### src/hdl/pmsil_consts.vh
`ifndef PMSIL_CONSTS_VH
`define PMSIL_CONSTS_VH
// Register addresses
`define PMSIL_REG_BCTL      5'h00
`define PMSIL_REG_OVR       5'h16
`define PMSIL_REG_ICS       5'h1b
`define PMSIL_REG_PC2       5'h1f
// Field positions
`define PMSIL_BCTL_LOOP     14
`define PMSIL_BCTL_SPEED    13
`define PMSIL_BCTL_ANEG     12
`define PMSIL_BCTL_DUPLEX   8
`define PMSIL_OVR_BCOFF     9
`define PMSIL_PC2_MDIX      14
`define PMSIL_PC2_AUTOOFF   13
`define PMSIL_PC2_IPOL      9
`define PMSIL_PC2_RLOOP     2
// Reset values
`define PMSIL_BCTL_RST      16'h3100
`define PMSIL_OVR_RST       16'h0000
`define PMSIL_ICS_RST       8'h00
`define PMSIL_PC2_RST       16'h0000
// Frame format
`define PMSIL_PRE_LEN       6'd32
`define PMSIL_HDR_BITS      5'd14
`define PMSIL_TA_BIT        5'd15
`define PMSIL_DATA_BITS     5'd16
`define PMSIL_OP_RD         2'b10
`define PMSIL_OP_WR         2'b01
`define PMSIL_BCAST_ADDR    3'h0
`define PMSIL_ADDR_HI       2'b00
`define PMSIL_READ_ZERO     16'h0000
`endif

### src/hdl/pmsil_top.v
`timescale 1ns/1ns
`include "pmsil_consts.vh"
// What this block does
// - Sixteen-bit registers, standard low, vendor high
// - Answer own address and broadcast zero
// - Broadcast zero allows shared write only, never read
// - Strap or control bit disables broadcast
// - Address strap caught at reset release
// - Address, register, turnaround, data, release
// - Interrupt when enabled status condition updates
// - High byte enables interrupt conditions
// - Low byte records occurred conditions
// - Reading status register clears status
// - Polarity bit, active low after reset
// - Auto crossover on, off by bit
// - Forced MDI or MDI-X when off
// - Auto mode follows sensed partner pairs
// - MDI transmits first pair, MDI-X swaps
// - Local loopback MAC side, full duplex
// - Remote loopback only at 100 full
module pmsil_top (
    input  wire        clk_i,          // 125 MHz system clock
    input  wire        srst_i,         // Sync reset, active high
    input  wire        mgmt_clk_i,     // Management clock pin
    input  wire        mgmt_data_i,    // Data line level in
    output reg         mgmt_data_o,    // Data line drive value
    output reg         mgmt_data_oe_o, // High while driving
    input  wire [2:0]  address_strap_i, // Unique address strap
    input  wire        broadcast_disable_strap_i, // Broadcast off strap
    input  wire [7:0]  irq_event_i,    // Status condition pulses
    input  wire        partner_mdix_i, // Sensed partner is MDI-X
    output reg         interrupt_pin_o, // Interrupt pin level
    output reg         pair_swap_o,    // 1: MDI-X pairs
    output reg         local_loop_o,   // MAC-side loopback on
    output reg         remote_loop_o,  // Line-side loopback on
    output reg         speed_100_o,    // Speed select
    output reg         full_duplex_o   // Duplex select
);
    localparam ST_IDLE = 3'd0;
    localparam ST_PRE  = 3'd1;
    localparam ST_HDR  = 3'd2;
    localparam ST_TA   = 3'd3;
    localparam ST_RD   = 3'd4;
    localparam ST_WR   = 3'd5;

    wire mdc_s;
    wire mdi_s;
    pmsil_sync u_sync_clk (
        .clk_i  (clk_i),
        .srst_i (srst_i),
        .d_i    (mgmt_clk_i),
        .q_o    (mdc_s)
    );
    pmsil_sync u_sync_dat (
        .clk_i  (clk_i),
        .srst_i (srst_i),
        .d_i    (mgmt_data_i),
        .q_o    (mdi_s)
    );

    reg        mdc_d_r;
    reg        rst_d_r;
    reg  [2:0] phy_addr_r;
    reg        bc_strap_r;
    reg  [2:0] state_r;
    reg  [5:0] pre_cnt_r;
    reg  [4:0] bit_cnt_r;
    reg [13:0] hdr_r;
    reg [15:0] shift_r;
    reg        rd_sel_r;
    reg [15:0] bctl_r;
    reg [15:0] ovr_r;
    reg  [7:0] ien_r;
    reg  [7:0] ists_r;
    reg [15:0] pc2_r;

    wire rise = mdc_s & ~mdc_d_r;
    wire fall = ~mdc_s & mdc_d_r;

    // Fields of the captured header: start, op, addr, reg
    wire [1:0] h_st  = hdr_r[13:12];
    wire [1:0] h_op  = hdr_r[11:10];
    wire [4:0] h_pa  = hdr_r[9:5];
    wire [4:0] h_ra  = hdr_r[4:0];

    function addr_hit;
        input [4:0] pa;
        input [2:0] own;
        input       bc_on;
        begin
            addr_hit = (pa[4:3] == `PMSIL_ADDR_HI) &&
                       ((pa[2:0] == own) ||
                        (bc_on && pa[2:0] == `PMSIL_BCAST_ADDR));
        end
    endfunction

    wire bc_on = ~bc_strap_r & ~ovr_r[`PMSIL_OVR_BCOFF];
    wire hit   = addr_hit(h_pa, phy_addr_r, bc_on);
    // Broadcast reads would collide on a shared line; only own-address
    // match drives, so a single device can still be read at 0
    wire rd_ok = hit && (h_pa[2:0] == phy_addr_r);
    wire wr_ok = hit;

    function [15:0] reg_read;
        input [4:0]  ra;
        input [15:0] bctl;
        input [15:0] ovr;
        input [7:0]  ien;
        input [7:0]  ists;
        input [15:0] pc2;
        begin
            case (ra)
                `PMSIL_REG_BCTL: reg_read = bctl;
                `PMSIL_REG_OVR:  reg_read = ovr;
                `PMSIL_REG_ICS:  reg_read = {ien, ists};
                `PMSIL_REG_PC2:  reg_read = pc2;
                default:         reg_read = `PMSIL_READ_ZERO;
            endcase
        end
    endfunction

    // Strap caught one cycle after reset release, never under reset
    always @(posedge clk_i) begin
        rst_d_r <= srst_i;
        if (rst_d_r && !srst_i) begin
            phy_addr_r <= address_strap_i;
            bc_strap_r <= broadcast_disable_strap_i;
        end
    end

    // Count starts with the turnaround bit, so D0 lands at sixteen
    wire wr_done = (state_r == ST_WR) && rise &&
                   (bit_cnt_r == `PMSIL_DATA_BITS) && wr_ok;
    wire [15:0] wr_data = {shift_r[14:0], mdi_s};
    wire ics_rd = (state_r == ST_TA) && rise &&
                  (h_op == `PMSIL_OP_RD) && rd_ok &&
                  (h_ra == `PMSIL_REG_ICS);

    always @(posedge clk_i) begin
        if (srst_i) begin
            mdc_d_r        <= 1'b0;
            state_r        <= ST_IDLE;
            pre_cnt_r      <= 6'd0;
            bit_cnt_r      <= 5'd0;
            hdr_r          <= 14'd0;
            shift_r        <= 16'd0;
            rd_sel_r       <= 1'b0;
            mgmt_data_o    <= 1'b0;
            mgmt_data_oe_o <= 1'b0;
        end else begin
            mdc_d_r <= mdc_s;
            if (rise) begin
                case (state_r)
                    ST_IDLE, ST_PRE: begin
                        if (mdi_s) begin
                            if (pre_cnt_r != `PMSIL_PRE_LEN)
                                pre_cnt_r <= pre_cnt_r + 6'd1;
                            state_r <= ST_PRE;
                        end else if (pre_cnt_r == `PMSIL_PRE_LEN) begin
                            hdr_r     <= 14'd0;
                            bit_cnt_r <= 5'd1;
                            state_r   <= ST_HDR;
                        end else begin
                            pre_cnt_r <= 6'd0;
                            state_r   <= ST_IDLE;
                        end
                    end
                    ST_HDR: begin
                        hdr_r     <= {hdr_r[12:0], mdi_s};
                        bit_cnt_r <= bit_cnt_r + 5'd1;
                        if (bit_cnt_r == `PMSIL_HDR_BITS - 5'd1)
                            state_r <= ST_TA;
                    end
                    ST_TA: begin
                        pre_cnt_r <= 6'd0;
                        bit_cnt_r <= 5'd0;
                        if (h_st != 2'b01) begin
                            state_r <= ST_IDLE;
                        end else if (h_op == `PMSIL_OP_RD) begin
                            rd_sel_r <= rd_ok;
                            shift_r  <= reg_read(h_ra, bctl_r, ovr_r,
                                                 ien_r, ists_r, pc2_r);
                            state_r  <= ST_RD;
                        end else if (h_op == `PMSIL_OP_WR) begin
                            state_r  <= ST_WR;
                        end else begin
                            state_r  <= ST_IDLE;
                        end
                    end
                    ST_RD: begin
                        // Stay until D0 is sampled so its bit is driven
                        if (bit_cnt_r == `PMSIL_DATA_BITS)
                            state_r <= ST_IDLE;
                        else
                            bit_cnt_r <= bit_cnt_r + 5'd1;
                    end
                    ST_WR: begin
                        // Second turnaround bit arrives first here
                        shift_r   <= {shift_r[14:0], mdi_s};
                        bit_cnt_r <= bit_cnt_r + 5'd1;
                        if (bit_cnt_r == `PMSIL_DATA_BITS)
                            state_r <= ST_IDLE;
                    end
                    default: state_r <= ST_IDLE;
                endcase
            end
            // Drive on falling edge so the controller samples on rising
            if (fall) begin
                if (state_r == ST_RD && rd_sel_r) begin
                    mgmt_data_oe_o <= 1'b1;
                    if (bit_cnt_r == 5'd0) begin
                        mgmt_data_o <= 1'b0;
                    end else begin
                        mgmt_data_o <= shift_r[15];
                        shift_r     <= {shift_r[14:0], 1'b0};
                    end
                end else begin
                    mgmt_data_oe_o <= 1'b0;
                    mgmt_data_o    <= 1'b0;
                end
            end
        end
    end

    // Register file and status
    integer i;
    always @(posedge clk_i) begin
        if (srst_i) begin
            bctl_r <= `PMSIL_BCTL_RST;
            ovr_r  <= `PMSIL_OVR_RST;
            ien_r  <= `PMSIL_ICS_RST;
            ists_r <= `PMSIL_ICS_RST;
            pc2_r  <= `PMSIL_PC2_RST;
        end else begin
            if (wr_done) begin
                case (h_ra)
                    `PMSIL_REG_BCTL: bctl_r <= wr_data;
                    `PMSIL_REG_OVR:  ovr_r  <= wr_data;
                    `PMSIL_REG_ICS:  ien_r  <= wr_data[15:8];
                    `PMSIL_REG_PC2:  pc2_r  <= wr_data;
                    default: ;
                endcase
            end
            // Set wins over the read clear
            for (i = 0; i < 8; i = i + 1) begin
                if (irq_event_i[i])
                    ists_r[i] <= 1'b1;
                else if (ics_rd)
                    ists_r[i] <= 1'b0;
            end
        end
    end

    wire irq_act = |(ists_r & ien_r);
    wire fd_100  = bctl_r[`PMSIL_BCTL_SPEED] &
                   bctl_r[`PMSIL_BCTL_DUPLEX];

    always @(posedge clk_i) begin
        if (srst_i) begin
            interrupt_pin_o <= 1'b1;
            pair_swap_o     <= 1'b0;
            local_loop_o    <= 1'b0;
            remote_loop_o   <= 1'b0;
            speed_100_o     <= 1'b1;
            full_duplex_o   <= 1'b1;
        end else begin
            // Polarity bit high selects active high
            interrupt_pin_o <= pc2_r[`PMSIL_PC2_IPOL] ? irq_act
                                                      : ~irq_act;
            if (pc2_r[`PMSIL_PC2_AUTOOFF])
                pair_swap_o <= pc2_r[`PMSIL_PC2_MDIX];
            else
                // Partner MDI-X means we take MDI, else swap
                pair_swap_o <= ~partner_mdix_i;
            local_loop_o  <= bctl_r[`PMSIL_BCTL_LOOP] &
                             bctl_r[`PMSIL_BCTL_DUPLEX];
            remote_loop_o <= pc2_r[`PMSIL_PC2_RLOOP] & fd_100;
            speed_100_o   <= bctl_r[`PMSIL_BCTL_SPEED];
            full_duplex_o <= bctl_r[`PMSIL_BCTL_DUPLEX];
        end
    end
endmodule

### src/hdl/pmsil_sync.v
`timescale 1ns/1ns
// Two-stage synchroniser; first stage feeds only the second
module pmsil_sync (
    input  wire       clk_i,    // System clock
    input  wire       srst_i,   // Sync reset
    input  wire       d_i,      // Async input
    output reg        q_o       // Synchronised
);
    reg meta_r;

    always @(posedge clk_i) begin
        if (srst_i) begin
            meta_r <= 1'b0;
            q_o    <= 1'b0;
        end else begin
            meta_r <= d_i;
            q_o    <= meta_r;
        end
    end
endmodule

### config.mk
export PLATFORM = sky130hd
export DESIGN_NAME = pmsil_top
export DESIGN_NICKNAME = d
export VERILOG_FILES = /design/src/hdl/pmsil_top.v /design/src/hdl/pmsil_sync.v
export VERILOG_INCLUDE_DIRS = /design/src /design/src/hdl
export SDC_FILE = /design/constraint.sdc
export NUM_CORES = 1
export LEC_CHECK = 0
export BUFFER_PORTS_ARGS = -buffer_cell sky130_fd_sc_hd__buf_2
export CAP_MARGIN = 25
export CORE_MARGIN = 2
export CORE_UTILIZATION = 55
export CTS_CLUSTER_SIZE = 20
export DETAILED_ROUTE_END_ITERATION = 10
export MAX_ROUTING_LAYER = met4
export PLACE_DENSITY = 0.72
export SETUP_SLACK_MARGIN = 0.1
export SLEW_MARGIN = 20
export SYNTH_ARGS = -nofsm -noshare
export SYNTH_HDL_FRONTEND = slang
export SYNTH_SLANG_ARGS = --single-unit
### constraint.sdc
create_clock -name clk_i -period 2.4 [get_ports clk_i]
set_input_delay 0.24 -clock clk_i [delete_from_list [all_inputs] [get_ports clk_i]]
set_output_delay 0.24 -clock clk_i [all_outputs]
set_load 0.03 [all_outputs]
## Word level (Yosys, flattened, before mapping)

Cells that the tools add are included.

| storage, ports and cells | value |
|---|---|
| register bits after elaboration | 127 |
| latch bits | 0 |
| memory bits (writable) | 0 |
| ROM bits | 0 |
| output and inout port bits | 8 |
| word-level logic and storage cells | 157 |
| memories kept | 0 |

| operators by class | value |
|---|---|
| add/sub/neg operators | 2 |
| multiply operators | 0 |
| div/mod/pow operators | 0 |
| order comparisons | 0 |
| eq/ne operators | 23 |
| shifts and indexed selects | 0 |
| multiplexer cells | 41 |
| bitwise logic cells | 14 |
| reductions and logical operators | 43 |

Operator list:

| kind | number |
|---|---|
| $mux W16 | 6 |
| $pmux W16 S4 | 1 |
| $pmux W16 S2 | 1 |
| $mux W14 | 2 |
| $pmux W14 S2 | 1 |
| $eq A5 B5 Y1 const B | 4 |
| $pmux W5 S4 | 1 |
| $reduce_bool A2 Y1 | 10 |
| $mux W6 | 3 |
| $mux W3 | 5 |
| $mux W5 | 3 |
| $mux W1 | 14 |
| $logic_and A1 B1 Y1 | 12 |
| $pmux W3 S4 | 1 |
| $pmux W6 S2 | 1 |
| $reduce_and A4 Y1 | 3 |
| $logic_not A5 Y1 | 2 |
| $and A8 B8 Y8 | 1 |
| $ne A2 B2 Y1 const B | 4 |
| $reduce_and A2 Y1 | 4 |
| $reduce_or A8 Y1 | 1 |
| $not A1 Y1 | 7 |
| $add A6 B1 Y6 const B | 1 |
| $and A1 B1 Y1 | 6 |
| other kinds (22) | 29 |

## Longest topological paths before layout

Gate-level depths: netlist (run 1).

| depth | value |
|---|---|
| word-level depth | 10 |
| gate-level depth with buffers | 8 |
| depth with buffers taken out | 6 |

## Modules after synthesis

From an unflattened synthesis (run 1), not the netlist that was laid out.

| unflattened totals | value |
|---|---|
| cell total of the unflattened synthesis | 618 |
| area total of the unflattened synthesis | 5,910.7 µm² |

Modules (own cells, without submodules):

| module | instances | cells an instance | area an instance (µm²) | sequential area each (µm²) |
|---|---|---|---|---|
| pmsil_top | 1 | 610 | 5,805.6 | 2,502.4 |
| pmsil_sync | 2 | 4 | 52.6 | 40.0 |

## Worst setup path before layout (run 1)

No wires, ideal clock.

| timing path | value |
|---|---|
| path type | flip-flop to flip-flop |
| start point | reg bit_cnt_r[0] |
| end point | reg bit_cnt_r[3] |
| library setup time | 117 ps |
| data arrival time | 1,798 ps |
| required time | 2,283 ps |
| setup slack | 485 ps |
| cell stages (with the launch flop) | 7 |
| buffers on the path | 0 |
| period minus slack after synthesis | 1,915 ps |
| path through | dfxtp_1 inv_1 ha_1 nor4bb_1 a221oi_1 nand3_1 a32o_1 |

| on the way | value |
|---|---|
| cells in the longest elaborated chain, start to end | 3 |
| elaborated cells between the ends (all ways) | 6 |
| those cells by class | add/sub (1); eq/ne (2); mux (2); reduce/logical (1) |

Ends and longest elaborated chain:

| item | RTL line | source |
|---|---|---|
| from (decl) | pmsil_top.v:67 | `reg [4:0] bit_cnt_r;` |
| from (signal assigned) | pmsil_top.v:170 | `bit_cnt_r <= bit_cnt_r + 5'd1;` |
| from (signal assigned) | pmsil_top.v:195 | `bit_cnt_r <= bit_cnt_r + 5'd1;` |
| from (signal assigned) | pmsil_top.v:200 | `bit_cnt_r <= bit_cnt_r + 5'd1;` |
| $add A5 B1 Y5 or $eq A5 B5 Y1 (tied branches) | - |  |
| $mux W5 or $ne A2 B2 Y1 (tied branches) | - |  |
| $pmux W5 S4 or $reduce_and A5 Y1 (tied branches) | - |  |

Several ways; a longest one is shown, not always the timed one. The select of a mux whose other input is x is not followed.
A chain may end at the register's enable or synchronous reset.

## Worst setup path after layout (run 1)

| timing path | value |
|---|---|
| start point | reg hdr_r[5] |
| end point | reg ists_r[6] |

| on the way | value |
|---|---|
| cells in the longest elaborated chain, start to end | 8 |
| elaborated cells between the ends (all ways) | 9 |
| those cells by class | eq/ne (1); reduce/logical (8) |

Ends and longest elaborated chain:

| item | RTL line | source |
|---|---|---|
| from (decl) | pmsil_top.v:68 | `reg [13:0] hdr_r;` |
| from (signal assigned) | pmsil_top.v:169 | `hdr_r <= {hdr_r[12:0], mdi_s};` |
| $logic_not A3 Y1 (no source line) | - |  |
| $logic_and A1 B1 Y1 (no source line) | - |  |
| $logic_or A1 B1 Y1 | pmsil_top.v:92 | `((pa[2:0] == own) \|\|` |
| $logic_and A1 B1 Y1 | pmsil_top.v:91 | `` addr_hit = (pa[4:3] == `PMSIL_ADDR_HI) && `` |
| $logic_and A1 B1 Y1 (*) | pmsil_top.v:101 | `wire rd_ok = hit && (h_pa[2:0] == phy_addr_r);` |
| $logic_and A1 B1 Y1 (*) (2 in series) | pmsil_top.v:135 | `wire ics_rd = (state_r == ST_TA) && rise &&` |
| $reduce_bool A2 Y1 (no source line) (*) | - |  |
| to (signal assigned) | pmsil_top.v:232 | `` ists_r <= `PMSIL_ICS_RST; `` |
| to (decl) | pmsil_top.v:74 | `reg [7:0] ists_r;` |

Every way passes the cells marked *; elsewhere a longest branch is shown, timed or not.

==> flow_summary.toml, run 1 <==
[floorplan]
coreArea_um2 = 10750
io_pins = 25
dieArea_um2 = 11780
start_util = 0.5592
dieHeight_um = 108.5
num_rows = 38
chipWidth_um = 108.5

[global_routing]
grt_pass1_vias = 5164
grt_max_degree = 39
grt_pass1_wl_mm = 25.67
antenna_found_initial = 0
globalRoute.totalOverflow = 0
track_usage = 0.2916

[clock_network]
cts_buffers = 17
postCtsHoldBufs = 14
cts_buffer_depth = 2
cts_root_buf = "clkbuf_8"
htreeDepth = 4
cts_num_sinks = 127
post_cts_resize_count = 0
postCtsSetupRepairBufs = 0
worst_setup_hold_path_clk_slew_ns = 0.06
clk_latency_ns = 0.53
tritoncts = "done"

[yosys]
synth_edf_count = 4
syn_nets = 655
ys_warn_count = 0
synthFlopType = "dfxtp_1"
syn-cell-area_um2 = 6008
yosysUniqueCellTypes = 72
synth_cells = 631
avgSynthCellArea_um2 = 9.522
synth_seq_cells = 127
async_flop_share = 0
synth-seq-area-share = 0.4298

[worst_setup_path]
rrSetupSlack_ns = 0.30
path_max_fanout = 8
setup.worst_path.class = "reg2reg"
arrival_ns = 2.51
r2r-start = "hdr_r[5]"
worstSetupEndpointType = "flip-flop"
start_kind = "flip-flop"
startpoint = "hdr_r[5]"
critPathRequiredTime_ns = 2.82

[finish]
seq_area_um2 = 2582
syn2layout_area_growth_pct = 18.30
multi_input_area_um2 = 3142
nets = 690
n_fill_cell = 825
final_layout_size_suffix_gt1_frac = 0.1502
antenna_cells = 0

[min_path]
hold_path_startpoint = "partner_mdix_i"
hp-class = "in2reg"

[placement]
hpwl_mm = 10.02
gp_congestion = 0.8591
place.port_buffers = 24

[power]
p_per_area_nw_per_um2 = 743.4
p_leak_nw = 2.980
ir_drop_mv = 0.5977
p_total_mw = 5.284

[timing]
hold_slack_ns = 0.05572
final.setup.tns_ns = 0
period_needed_ns = 2.096
clock_skew_ns = 0.007401
max_slew_margin = 0.5299
worst_slew_pin_slew_ns = 0.6987
rsz0062_at_grt = "no"
max_freq_mhz = 477.1
hold_violations = 0
fin_crit_sh = 0.8733
final_max_slew_viol_count = 0
finalSetupViolCount = 0

[detailed_routing]
drt_iter0_markers = 512
drcViolationCount = 0
firstDrtPassIters = 5
dr_total_vias = 5144
routedWlPerCell_um = 19.56
viasPerCell = 6.281
drt_wl_total_mm = 16.02
drtAntennaViolNets = 0

[outcome]
run_status = "complete, no violations"

[flow_run]
cap_violations = 0
==> logic make-up (layout without fill, tap and decap cells) <==
| logic type | after synthesis | in the layout | share of synthesized area |
|---|---|---|---|
| multiplexers | 60 | 60 | 0.09996 |
| flip-flops | 127 | 127 | 0.4298 |
| AO/OA/AOI/OAI | 112 | 112 | 0.1537 |
| adder cells (fa/ha/maj) | 7 | 7 | 0.01458 |
| buffers and inverters | 63 | 111 | 0.04727 |
| AND/OR/NAND/NOR | 254 | 254 | 0.2418 |
| XOR/XNOR | 8 | 8 | 0.01291 |
==> path summary, 6_finish.rpt <==
path | to | cells after the start
setup / recovery | ists_r[6] | 4
hold / removal | pair_swap_o | 4
setup reg to reg | ists_r[6] | 4
hold reg to reg | u_sync_clk.q_o | 1
==> state kept, by name, indices dropped and copies added (netlist names), 3 cells and up <==
signal / cells
pc2_r: 16
bit_cnt_r: 5
ien_r: 8
state_r: 3
ovr_r: 16
phy_addr_r: 3
shift_r: 16
hdr_r: 14
ists_r: 8
bctl_r: 16
pre_cnt_r: 6
==> layer usage <==
metal,up-vias,share of wire,GRT usage
met3,38,0.063,0.06992
met2,200,0.50,0.4772
li1,2397,-,-
met5,-,0,-
met4,0,0.023,0.1310
met1,2509,0.42,0.3395
==> final cells by class <==
class,count,share of cell area
repair buffers,66,0.06795
inverters,13,0.006865
clock buffers,17,0.05826
multi-input cells,441,0.4420
well taps,140,0.02464
clock inverters,15,0.03697
flip-flops and latches,127,0.3633
==> where the power goes <==
group          switching [mW]  internal, mW
clock network           0.971          2.00
logic                  0.0859        0.0625
registers              0.0226          2.14
==> per-stage QoR <==
step	worst slack [ns]	util	area [um2]	cells
final	0.3042	0.6615	7108	819
after global routing	0.1848	0.6615	7108	819
after CTS	0.2455	0.6615	7108	819
after detailed placement	0.2447	0.5855	6291	773
after global placement	0.2726	0.5855	6291	773
after floorplan	0.4849	-	6008	631
==> worst max-delay path, stage by stage (launching register included) <==
cell	delay (ns)
dfxtp_1	0.52
xor2_2	0.16
nor4_1	0.64
a41oi_2	0.38
a22o_1	0.28
==> cells in the final DEF, fill, tap and decap left out, types with 16 or more instances in the layout <==
master / Yosys / final
o21ai_0: 17 / 17
nor2_1: 22 / 22
dfxtp_1: 123 / 123
mux2i_1: 60 / 60
nand2_1: 79 / 79
nand3_1: 36 / 36
nor3b_1: 18 / 18
buf_4: 1 / 27
a31oi_1: 17 / 17
clkbuf_16: 0 / 16
buf_2: 10 / 24
a22o_1: 21 / 21
nand4_1: 18 / 18
==> cell usage after synthesis (15+ instances only) <==
cell / number / area (um2)
a22o_1: 21 / 183.9
nor3b_1: 18 / 135.1
o21ai_0: 17 / 85.08
a31oi_1: 17 / 106.4
and4b_1: 15 / 150.1
dfxtp_1: 123 / 2462
clkbuf_1: 32 / 120.1
nand2_1: 79 / 296.5
o221ai_1: 15 / 131.4
nor2_1: 22 / 82.58
mux2i_1: 60 / 600.6
nand3_1: 36 / 180.2
nand4_1: 18 / 112.6
No activity file was read; power rests on OpenSTA's default activity.
==> run 2, diff against run 1 <==
- REMOVE_ABC_BUFFERS: default -> 1
==> flow_summary.toml, run 2 (synthesized netlist as in run 1, its figures left out) <==
[outcome]
run_status = "complete, no violations"

[detailed_routing]
viasPerCell = 6.189
firstDrtPassIters = 5
drtAntennaViolNets = 0
routedWlPerCell_um = 18.82
drt_wl_total_mm = 15.41
drcViolationCount = 0
dr_total_vias = 5069
drt_iter0_markers = 373

[timing]
fin_crit_sh = 0.8845
final_max_slew_viol_count = 0
worst_slew_pin_slew_ns = 0.7119
rsz0062_at_grt = "no"
finalSetupViolCount = 0
period_needed_ns = 2.123
hold_violations = 0
clock_skew_ns = 0.008054
finalWorstSetupSlack_ns = 0.2771
final.setup.tns_ns = 0
max_slew_margin = 0.5254
max_freq_mhz = 471.1

[flow_run]
cap_violations = 0

[finish]
final_area_um2 = 7048
mostFrequentLayoutCell = "dfxtp_1"
final_layout_size_suffix_gt1_frac = 0.1546
n_fill_cell = 890
nets = 690
final_cell_mix = "dfxtp_1 (123), nand2_1 (79), mux2i_1 (60)"
antenna_cells = 0
fin_util = 0.6559
syn2layout_area_growth_pct = 17.31

[global_routing]
grt_max_degree = 81
track_usage = 0.2916
grt_pass1_vias = 5030
antenna_found_initial = 0
grt_pass1_wl_mm = 25.76
globalRoute.totalOverflow = 0

[floorplan]
start_util = 0.5592
chipWidth_um = 108.5
dieArea_um2 = 11780
num_rows = 38
io_pins = 25
dieHeight_um = 108.5
coreArea_um2 = 10750

[min_path]
hp-class = "in2reg"
holdPathStages = 4

[clock_network]
htreeDepth = 4
worst_setup_hold_path_clk_slew_ns = 0.06
clk_latency_ns = 0.54
postCtsSetupRepairBufs = 0
cts_num_sinks = 127
cts_buffer_depth = 2
cts_buffers = 17
tritoncts = "done"
cts_root_buf = "clkbuf_8"

[placement]
pre_cts_slack_ns = 0.2552
place.port_buffers = 24
hpwl_mm = 9.969
gp_congestion = 0.8936
placed_cell_area_um2 = 6316

[worst_setup_path]
start_kind = "flip-flop"
path_max_fanout = 18
critPathRequiredTime_ns = 2.85
worstSetupEndpointType = "flip-flop"
arrival_ns = 2.57
setup.worst_path.class = "reg2reg"
reg2regPathDepth = 5

[power]
ir_drop_mv = 0.4509
p_total_mw = 4.804
p_per_area_nw_per_um2 = 681.7
p_leak_nw = 2.953
[run 2: per-layer routing]
layer | GRT usage | wire length, um | vias to the layer above
met1 | 0.3676 | 6891 | 2449
met2 | 0.4536 | 7233 | 193
met5 | - | 0 | -
met3 | 0.06570 | 1033 | 21
met4 | 0.1172 | 252 | 0
li1 | - | - | 2406
[run 2: power breakdown]
part / switching [mW] / internal [mW]
clock network: 0.921 / 1.58
registers: 0.0187 / 2.14
logic: 0.0827 / 0.0583
[run 2: final cells by class]
| type | instances | area [um2] | share of cell area |
|---|---|---|---|
| Clock inverter | 10 | 108.9 | 0.01544 |
| Sequential cell | 127 | 2582 | 0.3664 |
| Inverter | 13 | 48.80 | 0.006923 |
| Tap cell | 140 | 175.2 | 0.02485 |
| Multi-Input combinational cell | 441 | 3152 | 0.4472 |
| Timing Repair Buffer | 66 | 508.0 | 0.07208 |
| Clock buffer | 22 | 473.0 | 0.06710 |
[run 2: through the flow]
step	hold WS (ns)	instances
after detailed placement	0.4206	773
after global placement	0.4198	773
final	0.04274	819
after global routing	0.08568	819
after CTS	0.03830	819
after floorplan	0.2677	581
[run 2: worst paths after layout]
| check | from | endpoint | slack (ns) |
|---|---|---|---|
| max | state_r[1] | shift_r[11] | 0.28 |
| min | partner_mdix_i | pair_swap_o | 0.04 |
| max reg2reg | state_r[1] | shift_r[11] | 0.28 |
| min reg2reg | u_sync_clk.meta_r | u_sync_clk.q_o | 0.44 |
[run 2: critical path, cell delays in order, from the launching register on]
cell and delay [ns]:
dfxtp_1 0.48, nand2b_1 0.44, nor4_1 0.56, a31oi_1 0.08, buf_4 0.23, o221ai_1 0.24
[run 2: what timing repair did]
action | 4_1_cts | 5_1_grt
hold buffers | 14 | 0
resized for setup | 0 | 1
endpoints found under the setup margin | 0 | 1
hold endpoints to repair | 14 | 0
